File: config.mk
export PLATFORM = sky130hd
export DESIGN_NAME = vtp_pattern_ctrl
export DESIGN_NICKNAME = d
export VERILOG_FILES = /design/src/rtl/vtp_pkg.sv /design/src/rtl/vtp_pattern_ctrl.sv /design/src/rtl/vtp_pair_buf.sv
export VERILOG_INCLUDE_DIRS = /design/src /design/src/rtl
export SDC_FILE = /design/constraint.sdc
export NUM_CORES = 1
export LEC_CHECK = 0
export BUFFER_PORTS_ARGS = -buffer_cell sky130_fd_sc_hd__buf_4
export CAP_MARGIN = 20
export CORE_MARGIN = 2
export CORE_UTILIZATION = 46
export CTS_CLUSTER_SIZE = 24
export DETAILED_ROUTE_END_ITERATION = 8
export GPL_TIMING_DRIVEN = 0
export HOLD_SLACK_MARGIN = 0.1
export PLACE_DENSITY_LB_ADDON = 0.08
export SLEW_MARGIN = 30
export SYNTH_ARGS = -nofsm -noshare
export SYNTH_HDL_FRONTEND = slang
export SYNTH_SLANG_ARGS = --single-unit
File: constraint.sdc
create_clock -name clk -period 4.31 [get_ports clk]
set_input_delay 0.2155 -clock clk [delete_from_list [all_inputs] [get_ports clk]]
set_output_delay 0.2155 -clock clk [all_outputs]
set_load 0.05 [all_outputs]
File: src/rtl/vtp_defs.svh
// Register indexes, field positions and reset values of the test pattern control
`ifndef VTP_DEFS_SVH
`define VTP_DEFS_SVH

// ****************************************
// Register indexes (byte address = 4 x index)
// ****************************************
`define VTP_IDX_LOOP     8'h63
`define VTP_IDX_CTRL     8'h64
`define VTP_IDX_CFG      8'h65
`define VTP_IDX_FTIME    8'h6A
`define VTP_IDX_RED      8'h6B
`define VTP_IDX_GREEN    8'h6C
`define VTP_IDX_BLUE     8'h6D
`define VTP_IDX_STATUS   8'h6E

// ****************************************
// Field positions
// ****************************************
`define VTP_LOOP_PD      0
`define VTP_CTRL_SEL_MSB 7
`define VTP_CTRL_SEL_LSB 4
`define VTP_CTRL_COMPL   3
`define VTP_CTRL_BARS    2
`define VTP_CTRL_REV     1
`define VTP_CTRL_EN      0
`define VTP_CFG_AUTO     0
`define VTP_CFG_INV      1
`define VTP_CFG_BANDS    2

// ****************************************
// Reset values
// ****************************************
`define VTP_LOOP_RST     1'h0
`define VTP_CTRL_RST     8'h10
`define VTP_CFG_RST      3'h0
`define VTP_FTIME_RST    8'h3C
`define VTP_LEVEL_RST    8'h80
`define VTP_SCROLL_FIRST 4'h1
`define VTP_SCROLL_LAST  4'hE

`endif

File: src/rtl/vtp_pkg.sv
// Types shared by the test pattern control block
package vtp_pkg;

  typedef enum logic [2:0] {
    SRC_OFF,
    SRC_COMPLIANCE,
    SRC_BARS,
    SRC_BANDS,
    SRC_FIXED
  } vtp_src_e;

  typedef struct packed {
    logic        loopPd;
    logic [7:0]  ctrl;
    logic [2:0]  cfg;
    logic [7:0]  frameTime;
    logic [7:0]  red;
    logic [7:0]  green;
    logic [7:0]  blue;
    logic [31:0] rdata;
    logic [11:0] x;
    logic [11:0] y;
    logic [11:0] hAcc;
    logic [11:0] vAcc;
    logic [7:0]  hLev;
    logic [7:0]  vLev;
    logic [7:0]  frameCnt;
    logic [3:0]  scrollCode;
  } vtp_state_s;

endpackage : vtp_pkg

File: src/rtl/vtp_pattern_ctrl.sv
// Test pattern generator control with APB registers and a pixel stream output
//
// Function
// (RULE_01) A power-down bit for the loop-through transmitter, 1 powers it down, resets to 0.
// (RULE_02) Software sets the transmitter power-down bit before enabling the generator.
// (RULE_03) Control bits 7 to 4 select the fixed pattern and reset to one.
// (RULE_04) Codes 1 to 5 give white, black, red, green, blue, or their inverses.
// (RULE_05) Codes 6 to 13 give horizontal then vertical ramps from black, inverted from white.
// (RULE_06) Code 14 gives the custom colour from three level registers; 0 and 15 are reserved.
// (RULE_07) Ramp steps spread evenly across the active width or height.
// (RULE_08) The select field is ignored while auto advance is on.
// (RULE_09) Control bit 3 selects the compliance pattern over the select field.
// (RULE_10) Control bit 2 gives eight colour bars, white first, black last.
// (RULE_11) Control bit 1 reverses the four-band order to blue, cyan, yellow, red.
// (RULE_12) Control bit 0 enables the generator and resets to zero.
// (RULE_13) With auto advance on, the pattern moves on after a programmed frame count.
// (RULE_14) Priority is compliance, then bars, then the select field; the code puts the four bands of configuration bit 2 before the select field.
//
// Register access over APB was left to the implementer.
`timescale 1ns/100ps
`default_nettype none
`include "vtp_defs.svh"

module vtp_pattern_ctrl
  import vtp_pkg::*;
#(
  parameter int ACT_W = 1920,
  parameter int ACT_H = 1080
) (
  input  wire logic        clk,
  input  wire logic        reset,
  input  wire logic        psel,
  input  wire logic        penable,
  input  wire logic        pwrite,
  input  wire logic [11:0] paddr,
  input  wire logic [31:0] pwdata,
  output logic             pready,
  output logic      [31:0] prdata,
  output logic             pslverr,
  output logic             loopTxPowerDown,
  output logic      [23:0] pixData,
  output logic             pixFrameStart,
  output logic             pixLineEnd,
  output logic             pixValid,
  input  wire logic        pixReady
);

  // ****************************************
  // Geometry
  // ****************************************
  // Ramps assume an active area of at least 256 pixels each way
  localparam logic [11:0] LAST_X = 12'(ACT_W - 1);
  localparam logic [11:0] LAST_Y = 12'(ACT_H - 1);
  localparam logic [12:0] W13    = 13'(ACT_W);
  localparam logic [12:0] H13    = 13'(ACT_H);
  localparam logic [12:0] STEP   = 13'h0100;

  vtp_state_s s;
  vtp_state_s next_s;

  logic        setupPh;
  logic        accessPh;
  logic [7:0]  regIdx;
  logic        hit;
  logic [7:0]  rdByte;
  logic        genOn;
  logic        push;
  logic        bufReady;
  logic [25:0] bufIn;
  logic [25:0] bufOut;
  logic [3:0]  curCode;
  vtp_src_e    src;
  logic [23:0] pixel;
  logic [23:0] fixedPix;
  logic [12:0] hSum;
  logic [12:0] vSum;
  logic        lineLast;
  logic        frameLast;
  logic [7:0]  frameGoal;

  // Expand a three-bit colour into full-scale channels
  function automatic logic [23:0] full(input logic [2:0] c);
    full = {{8{c[2]}}, {8{c[1]}}, {8{c[0]}}};
  endfunction : full

  // Apply a ramp level to the chosen channels
  function automatic logic [23:0] ramp(input logic [2:0] c, input logic [7:0] lv);
    ramp = {(c[2] ? lv : 8'h00), (c[1] ? lv : 8'h00), (c[0] ? lv : 8'h00)};
  endfunction : ramp

  // ****************************************
  // APB decode
  // ****************************************
  assign setupPh  = psel & ~penable;
  assign accessPh = psel & penable;
  assign regIdx   = paddr[9:2];
  assign pready   = 1'b1;
  assign prdata   = s.rdata;
  assign pslverr  = accessPh & ~hit;

  always_comb begin
    hit = (paddr[11:10] == 2'h0) && (paddr[1:0] == 2'h0);
    unique case (regIdx)
      `VTP_IDX_LOOP, `VTP_IDX_CTRL, `VTP_IDX_CFG, `VTP_IDX_FTIME,
      `VTP_IDX_RED, `VTP_IDX_GREEN, `VTP_IDX_BLUE, `VTP_IDX_STATUS: begin
      end
      default: begin
        hit = 1'b0;
      end
    endcase
  end

  always_comb begin
    rdByte = 8'h00;
    unique case (regIdx)
      `VTP_IDX_LOOP: begin
        rdByte = {7'h00, s.loopPd};
      end
      `VTP_IDX_CTRL: begin
        rdByte = s.ctrl;
      end
      `VTP_IDX_CFG: begin
        rdByte = {5'h00, s.cfg};
      end
      `VTP_IDX_FTIME: begin
        rdByte = s.frameTime;
      end
      `VTP_IDX_RED: begin
        rdByte = s.red;
      end
      `VTP_IDX_GREEN: begin
        rdByte = s.green;
      end
      `VTP_IDX_BLUE: begin
        rdByte = s.blue;
      end
      `VTP_IDX_STATUS: begin
        rdByte = {curCode, 3'h0, genOn};
      end
      default: begin
        rdByte = 8'h00;
      end
    endcase
  end

  // ****************************************
  // Pattern selection
  // ****************************************
  // Generator runs only once the transmitter is powered down
  assign genOn = s.ctrl[`VTP_CTRL_EN] & s.loopPd; // see (RULE_12) see (RULE_02)
  assign loopTxPowerDown = s.loopPd; // see (RULE_01)

  // Auto advance overrides the select field
  assign curCode = s.cfg[`VTP_CFG_AUTO] ? s.scrollCode // see (RULE_08)
                 : s.ctrl[`VTP_CTRL_SEL_MSB:`VTP_CTRL_SEL_LSB]; // see (RULE_03)

  always_comb begin
    if (!genOn) begin
      src = SRC_OFF;
    end else if (s.ctrl[`VTP_CTRL_COMPL]) begin
      src = SRC_COMPLIANCE; // see (RULE_09) see (RULE_14)
    end else if (s.ctrl[`VTP_CTRL_BARS]) begin
      src = SRC_BARS; // see (RULE_10) see (RULE_14)
    end else if (s.cfg[`VTP_CFG_BANDS]) begin
      src = SRC_BANDS;
    end else begin
      src = SRC_FIXED; // see (RULE_14)
    end
  end

  always_comb begin
    fixedPix = 24'h000000;
    unique case (curCode)
      4'h1: fixedPix = full(3'b111); // see (RULE_04)
      4'h2: fixedPix = full(3'b000); // see (RULE_04)
      4'h3: fixedPix = full(3'b100); // see (RULE_04)
      4'h4: fixedPix = full(3'b010); // see (RULE_04)
      4'h5: fixedPix = full(3'b001); // see (RULE_04)
      4'h6: fixedPix = ramp(3'b111, s.hLev); // see (RULE_05)
      4'h7: fixedPix = ramp(3'b100, s.hLev); // see (RULE_05)
      4'h8: fixedPix = ramp(3'b010, s.hLev); // see (RULE_05)
      4'h9: fixedPix = ramp(3'b001, s.hLev); // see (RULE_05)
      4'hA: fixedPix = ramp(3'b111, s.vLev); // see (RULE_05)
      4'hB: fixedPix = ramp(3'b100, s.vLev); // see (RULE_05)
      4'hC: fixedPix = ramp(3'b010, s.vLev); // see (RULE_05)
      4'hD: fixedPix = ramp(3'b001, s.vLev); // see (RULE_05)
      4'hE: fixedPix = {s.red, s.green, s.blue}; // see (RULE_06)
      // Reserved codes give black, or white when inverted, rather than stale data
      default: fixedPix = 24'h000000; // see (RULE_06)
    endcase
    if (s.cfg[`VTP_CFG_INV]) begin
      fixedPix = ~fixedPix; // see (RULE_04) see (RULE_05)
    end
  end

  always_comb begin
    pixel = 24'h000000;
    unique case (src)
      SRC_OFF: begin
        pixel = 24'h000000;
      end
      SRC_COMPLIANCE: begin
        pixel = (s.x[0] ^ s.y[0]) ? 24'hAAAAAA : 24'h555555;
      end
      SRC_BARS: begin
        // Bar index is the top three bits of the horizontal level
        unique case (s.hLev[7:5])
          3'h0: pixel = full(3'b111); // see (RULE_10)
          3'h1: pixel = full(3'b110);
          3'h2: pixel = full(3'b011);
          3'h3: pixel = full(3'b010);
          3'h4: pixel = full(3'b101);
          3'h5: pixel = full(3'b100);
          3'h6: pixel = full(3'b001);
          3'h7: pixel = full(3'b000);
        endcase
      end
      SRC_BANDS: begin
        // Quadrants in order top left, top right, bottom left, bottom right
        unique case ({s.vLev[7], s.hLev[7]})
          2'h0: pixel = full(s.ctrl[`VTP_CTRL_REV] ? 3'b001 : 3'b110); // see (RULE_11)
          2'h1: pixel = full(3'b011);
          2'h2: pixel = full(s.ctrl[`VTP_CTRL_REV] ? 3'b110 : 3'b001); // see (RULE_11)
          2'h3: pixel = full(3'b100);
        endcase
      end
      SRC_FIXED: begin
        pixel = fixedPix;
      end
    endcase
  end

  // ****************************************
  // Output buffer
  // ****************************************
  assign lineLast  = (s.x == LAST_X);
  assign frameLast = lineLast && (s.y == LAST_Y);
  assign bufIn     = {(s.x == 12'h000) && (s.y == 12'h000), lineLast, pixel};
  assign push      = genOn & bufReady;

  vtp_pair_buf #(
    .WIDTH(26)
  ) u_buf (
    .clk     (clk),
    .reset   (reset),
    .inData  (bufIn),
    .inValid (genOn),
    .inReady (bufReady),
    .outData (bufOut),
    .outValid(pixValid),
    .outReady(pixReady)
  );

  assign pixFrameStart = bufOut[25];
  assign pixLineEnd    = bufOut[24];
  assign pixData       = bufOut[23:0];

  // ****************************************
  // Next state
  // ****************************************
  assign hSum      = {1'b0, s.hAcc} + STEP;
  assign vSum      = {1'b0, s.vAcc} + STEP;
  assign frameGoal = (s.frameTime == 8'h00) ? 8'h01 : s.frameTime;

  always_comb begin
    next_s = s;
    if (setupPh) begin
      // Refused addresses read as zero, whatever the index bits alias to
      next_s.rdata = hit ? {24'h000000, rdByte} : 32'h00000000;
    end
    if (accessPh && pwrite && hit) begin
      unique case (regIdx)
        `VTP_IDX_LOOP: next_s.loopPd = pwdata[`VTP_LOOP_PD]; // see (RULE_01)
        `VTP_IDX_CTRL: next_s.ctrl = pwdata[7:0]; // see (RULE_03) see (RULE_12)
        `VTP_IDX_CFG: next_s.cfg = pwdata[2:0];
        `VTP_IDX_FTIME: next_s.frameTime = pwdata[7:0];
        `VTP_IDX_RED: next_s.red = pwdata[7:0]; // see (RULE_06)
        `VTP_IDX_GREEN: next_s.green = pwdata[7:0]; // see (RULE_06)
        `VTP_IDX_BLUE: next_s.blue = pwdata[7:0]; // see (RULE_06)
        default: begin
        end
      endcase
    end
    if (!genOn) begin
      // Restart the raster so the next enable opens a fresh frame
      next_s.x        = 12'h000;
      next_s.y        = 12'h000;
      next_s.hAcc     = 12'h000;
      next_s.vAcc     = 12'h000;
      next_s.hLev     = 8'h00;
      next_s.vLev     = 8'h00;
      next_s.frameCnt = 8'h00;
    end else if (push) begin
      // Even steps: one level per ACT_W/256 pixels, no divider needed
      if (lineLast) begin
        next_s.x    = 12'h000;
        next_s.hAcc = 12'h000;
        next_s.hLev = 8'h00;
        if (s.y == LAST_Y) begin
          next_s.y    = 12'h000;
          next_s.vAcc = 12'h000;
          next_s.vLev = 8'h00;
        end else begin
          next_s.y = s.y + 12'h001;
          if (vSum >= H13) begin
            next_s.vAcc = 12'(vSum - H13); // see (RULE_07)
            next_s.vLev = s.vLev + 8'h01;
          end else begin
            next_s.vAcc = vSum[11:0];
          end
        end
      end else begin
        next_s.x = s.x + 12'h001;
        if (hSum >= W13) begin
          next_s.hAcc = 12'(hSum - W13); // see (RULE_07)
          next_s.hLev = s.hLev + 8'h01;
        end else begin
          next_s.hAcc = hSum[11:0];
        end
      end
      if (frameLast) begin
        if (s.cfg[`VTP_CFG_AUTO] && (s.frameCnt + 8'h01 >= frameGoal)) begin
          next_s.frameCnt = 8'h00;
          // Wraps over the defined codes only, skipping reserved ones
          next_s.scrollCode = (s.scrollCode == `VTP_SCROLL_LAST) ? `VTP_SCROLL_FIRST
                            : s.scrollCode + 4'h1; // see (RULE_13)
        end else if (s.cfg[`VTP_CFG_AUTO]) begin
          next_s.frameCnt = s.frameCnt + 8'h01; // see (RULE_13)
        end else begin
          next_s.frameCnt = 8'h00;
        end
      end
    end
  end

  always_ff @(posedge clk) begin
    if (reset) begin
      s            <= '0;
      s.loopPd     <= `VTP_LOOP_RST; // see (RULE_01)
      s.ctrl       <= `VTP_CTRL_RST; // see (RULE_03) see (RULE_12)
      s.cfg        <= `VTP_CFG_RST;
      s.frameTime  <= `VTP_FTIME_RST;
      s.red        <= `VTP_LEVEL_RST;
      s.green      <= `VTP_LEVEL_RST;
      s.blue       <= `VTP_LEVEL_RST;
      s.scrollCode <= `VTP_SCROLL_FIRST;
    end else begin
      s <= next_s;
    end
  end

endmodule : vtp_pattern_ctrl

`default_nettype wire

File: src/rtl/vtp_pair_buf.sv
// Two-entry buffer with valid and ready on both sides
`timescale 1ns/100ps
`default_nettype none

module vtp_pair_buf #(
  parameter int WIDTH = 26
) (
  input  wire logic             clk,
  input  wire logic             reset,
  input  wire logic [WIDTH-1:0] inData,
  input  wire logic             inValid,
  output logic                  inReady,
  output logic      [WIDTH-1:0] outData,
  output logic                  outValid,
  input  wire logic             outReady
);

  typedef struct packed {
    logic [1:0][WIDTH-1:0] mem;
    logic                  wrPtr;
    logic                  rdPtr;
    logic [1:0]            count;
  } vtp_buf_s;

  vtp_buf_s s;
  vtp_buf_s next_s;
  logic     push;
  logic     pop;

  // ****************************************
  // Handshakes
  // ****************************************
  // Full is honest: a stalled reader holds inReady low
  assign inReady  = (s.count != 2'h2);
  assign outValid = (s.count != 2'h0);
  assign outData  = s.mem[s.rdPtr];
  assign push     = inValid & inReady;
  assign pop      = outValid & outReady;

  always_comb begin
    next_s = s;
    if (push) begin
      next_s.mem[s.wrPtr] = inData;
      next_s.wrPtr        = ~s.wrPtr;
    end
    if (pop) begin
      next_s.rdPtr = ~s.rdPtr;
    end
    if (push && !pop) begin
      next_s.count = s.count + 2'h1;
    end else if (pop && !push) begin
      next_s.count = s.count - 2'h1;
    end
  end

  always_ff @(posedge clk) begin
    if (reset) begin
      s <= '0;
    end else begin
      s <= next_s;
    end
  end

endmodule : vtp_pair_buf

`default_nettype wire

### Word-level counts from Yosys, hierarchy flattened

Memory sizes are Yosys's and may differ from the RTL's. A register that Yosys moved wholly into a read port is not among the register bits.
Cells that the tools add are included.

* bits in registers: 208
* memories: 1
* bits in read-only memories: 192
* input port bits: 50
* output and inout port bits: 62
* logic and storage cells: 159

* equal/unequal tests: 32
* bitwise gates (word level): 13
* $lt $le $gt $ge: 6
* reduce and logical (&&, ||, !) cells: 36
* multiplexer cells: 38
* $add $sub $neg: 12

Memories
* (no name shown): words 8, bits a word 24, read ports 1, clocked after memory_dff 1, write ports 0, line vtp_pattern_ctrl.sv:207 `unique case (s.hLev[7:5])`

Operator list (number)
* case mux 24 bit (13 select lines): 1
* case mux 24 bit (5 select lines): 1
* case mux 24 bit (4 select lines): 1
* 2-to-1 mux 26 bit: 3
* 2-to-1 mux 12 bit: 6
* == test 8 x 7 -> 1 bit (second input constant): 8
* 2-to-1 mux 8 bit: 8
* case mux 8 bit (8 select lines): 1
* bitwise mux 52 bit: 1
* 2-to-1 mux 24 bit: 2
* == test 4 bit (second input constant): 8
* adder 12 x 9 -> 13 bit (second input constant): 2
* demux 26 bit (select 1 bit): 1
* >= comparator 13 x 11 -> 1 bit (second input constant): 2
* adder 12 x 1 -> 12 bit (second input constant): 2
* adder 8 x 1 -> 8 bit (second input constant): 3
* == test 12 x 11 -> 1 bit (second input constant): 2
* zero test 12 bit: 2
* 2-to-1 mux 3 bit: 8
* NOT 24 bit: 1
* subtractor 12 x 11 -> 12 bit (second input constant): 2
* AND reduction 2 bit: 10
* == test 4 x 3 -> 1 bit (second input constant): 4
* logical AND 1 bit: 9
* 29 further kinds: 49

### Depth between registers and ports, before layout

* depth in word-level cells: 7
* mapped depth: 11

### Modules after synthesis

From an unflattened synthesis, not the netlist that was laid out.

* cell total of the unflattened synthesis: 1274
* area total of the unflattened synthesis: 10536.4 µm²

Modules (own cells, without submodules)
* vtp_pattern_ctrl: times used 1, area an instance 7868.8 µm², cells each 992
* vtp_pair_buf: times used 1, area an instance 2667.6 µm², cells each 282

### Worst setup path after synthesis

No wires, ideal clock.

* path kind: register to register
* from: register s[4] (netlist bit)
* to: register s[1] (netlist bit)
* period minus slack after synthesis: 2.390 ns
* setup slack: 1.920 ns
* setup time: 0.092 ns
* data required time: 4.218 ns
* cell stages (with the launch flop): 12
* buffers on the path: 1
* data arrival time: 2.297 ns
* cells stage by stage: dfxtp_1 -> ha_1 -> nand3_1 -> xnor2_1 -> ha_1 -> a21o_1 -> a21oi_1 -> nor2_1 -> a211oi_1 -> clkbuf_1 -> a21oi_1 -> o32ai_1

* cells in the longest elaborated chain, start to end: 4

RTL lines
* start, declared: line vtp_pattern_ctrl.sv:58 `vtp_state_s s;`
* start signal, assigned: line vtp_pattern_ctrl.sv:348 `s <= next_s;`
* adder 8 x 1 -> 8 bit: line vtp_pattern_ctrl.sv:322 `` if (s.cfg[`VTP_CFG_AUTO] && (s.frameCnt + 8'h01 >= frameGoal)) begin ``
* >= comparator 8 bit: line vtp_pattern_ctrl.sv:322
* logical AND 1 bit: line vtp_pattern_ctrl.sv:322
* AND reduction 4 bit (no line)

No other way between the ends.
A chain may end at the register's enable or synchronous reset.

### Final worst setup path

Same ends and word-level chain as after synthesis.

==> results.ini <==
[sta]
rsz0062_at_grt = false
period_minus_slack_ns = 2.90
fmax_mhz = 345
holdWs_ns = 0.137
worst_slack_ns = 1.41
fin_setup_tns_ns = 0
fin_skew_ns = 0.0116
worst_pin_slew_ns = 0.916
finalSetupViolCount = 0
fin_crit_sh_pct = 67.3
hold_violations = 0
slew_headroom_pct = 38.5
slew_violations = 0

[critical_path]
r2r-start = s[4]
setup.worst_path.end_class = flip-flop
path_max_fanout = 10
cp-start-kind = flip-flop
arrival_ns = 3.23
r2r-end = s[1]
critPathKind = flip-flop to flip-flop
worst-r2r-cell-count = 11
crit_end = s[1]
worstPathRequired_ns = 4.64
r2r_setup_slack_ns = 1.41
crit_start = s[4]

[cells_and_area]
n_antenna_cell = 0
multi_input_area_mm2 = 0.00623
finish.utilization_pct = 53.4
fillers = 2178
area_delta_synth_final_pct = 14.8
finalNetCount = 1409
drive_gt1_share_pct = 16.7
regArea_mm2 = 0.00354

[clocking]
cts_resized = 0
cts.reportedPaths.clkPinSlew_ns = 0.07
cts_tree = done
cts.path.max_buffers = 2
post_cts_buffers = 0
clock_sinks = 177
htreeDepth = 4
cts_root_buf = clkbuf_16
numCtsBuffers = 17
clkLatencyLatePin_ns = 0.45
postCtsHoldBufs = 8

[synthesis]
yosysTopAreaCell = dfxtp_1
ys_types = 85
ys_seq_area_share_pct = 34.0
async_flop_share_pct = 0
synthFlopType = dfxtp_1
synth_edf_count = 0
synth_top_area_share_pct = 34.0
ys_seq_elements = 177
synth.area.top_cells = dfxtp_1 (34%), mux2i_1 (7.1%), nor2_1 (5.9%)
synth.cell_area_mm2 = 0.0104
yosysWarnings = 0
syn_inst = 1228
syn_area_per_cell_um2 = 8.50

[grt]
grt.total_usage_pct = 26.2
grt_pass1_vias = 8942
antenna_found_initial = 0
grt_max_degree = 17
gr-total-overflow = 0
grt_pass1_wl_um = 49400

[placed_design]
hpwl_um = 23300
dp_slack_ns = 1.49
port_buffers = 60
gp_congestion = 0.938

[floorplan]
start_util_pct = 46.5
die_area_mm2 = 0.0239
core_mm2 = 0.0224
rows = 55
die_h_um = 155
die_w_um = 155
io_pins = 112

[power_and_ir_drop]
combPwrFrac_pct = 4.8
clock_power_share_pct = 46.0
p_per_area_mw_per_mm2 = 277
p_switching_uw = 819
internal_power_uw = 2500
pwr-share-seq_pct = 49.2
p_leak_uw = 0.00443
ir_drop_mv = 0.229
p_total_uw = 3320
switching_share_pct = 24.7

[detailed_routing]
drt_first_iter_violations = 689
routed_wirelength_um = 31200
wire_per_inst_um = 19.0
drtAntennaViolNets = 0
drc = 0
drtPass1Iterations = 7
vias = 9565
vias_per_cell = 5.85

[run_status]
outcome = finished, final reports clean

[hold_path]
hold_path_class = input port to flip-flop

[flow_run]
cap_violations = 0

layout by cell type (no fill, tap or decap), types with 25 or more instances in the layout:
cell type,count
dfxtp_1,177
nor2_1,164
nand2_1,95
buf_4,95
mux2i_1,74
a21oi_1,48
clkbuf_1,47
nand3_1,35
inv_1,32
o21ai_0,31
mux2_2,28
nand4_1,26
a311oi_1,25
conb_1,25
layout make-up:
type,instances,share of cell area [%]
inverter,33,1.03
sequential,177,29.6
multi-input combinational,928,52.0
clock buffer,18,3.67
tap,285,2.98
buffer,113,5.23
timing repair buffer,68,4.43
clock inverter,14,1.09
cells by family after synthesis:
| logic type | synth area share, % |
|---|---|
| flip-flops | 34.0 |
| XOR/XNOR | 3.69 |
| AO/OA/AOI/OAI | 20.7 |
| AND/OR/NAND/NOR | 21.0 |
| other | 0.0720 |
| adder cells (fa/ha/maj) | 2.52 |
| multiplexers | 10.9 |
| buffers and inverters | 7.19 |
metrics by stage:
step | std cells | cell area (um^2)
6_report | 1636 | 12000
5_1_grt | 1636 | 12000
4_1_cts | 1636 | 12000
3_5_place_dp | 1596 | 11300
3_3_place_gp | 1596 | 11300
2_1_floorplan | 1251 | 10500
routing by layer:
layer  share of wire, %  GRT usage, %  wire [um]
met5                  0             0          0
met4                2.2          7.80        684
met3                5.0          3.87       1550
met2                 46          42.7      14400
met1                 46          36.0      14500
cells in the mapped netlist (12+ instances only):
library cell and n:
a211oi_1 24, a21oi_1 48, a22o_1 17, a22oi_1 12, a311oi_1 25, a31oi_1 16, and3_1 14, buf_2 21
buf_4 35, clkbuf_1 47, dfxtp_1 177, ha_1 21, inv_1 32, mux2_2 28, mux2i_1 74, nand2_1 95
nand2b_1 13, nand3_1 35, nand4_1 26, nor2_1 164, nor2b_1 13, nor3_1 17, o21ai_0 31, o22ai_1 15
or3_1 14, xnor2_1 20, xor2_1 24
state kept, by name, indices dropped and copies added, names as in the netlist, named ones only:
register         cells
loopTxPowerDown      1
prdata               8
u_buf.s             56
s                  109
power groups by stage:
| stage | clock [uW] | sequential [uW] | combinational [uW] |
|---|---|---|---|
| floorplan | 0 | 1670 | 106 |
| global route | 1620 | 1630 | 170 |
| detailed placement | 0 | 1670 | 152 |
| finish | 1530 | 1630 | 161 |
| CTS | 1550 | 1630 | 158 |
| global placement | 0 | 1670 | 152 |
how the worst min path moves through the flow:
stage,startpoint,to,slack (ns),depth (start not counted)
floorplan,pwdata[2],s[134],0.33,1
global placement,prdata[4],prdata[4],0.44,2
detailed placement,u_buf.s[29],u_buf.s[29],0.44,2
CTS,pixReady,u_buf.s[2],0.13,4
global route,pixReady,u_buf.s[2],0.19,4
finish,pixReady,u_buf.s[2],0.14,4
worst max-delay path: stages, from the launching register on:
cell and delay, ns:
dfxtp_1 0.42, ha_1 0.22, nand3_1 0.12, xnor2_1 0.27, ha_1 0.29, a21o_1 0.18, a21oi_1 0.14, nor2_1 0.06
a211oi_1 0.29, clkbuf_1 0.40, a21oi_1 0.14, o32ai_1 0.27
No activity file was read; power rests on OpenSTA's default activity.
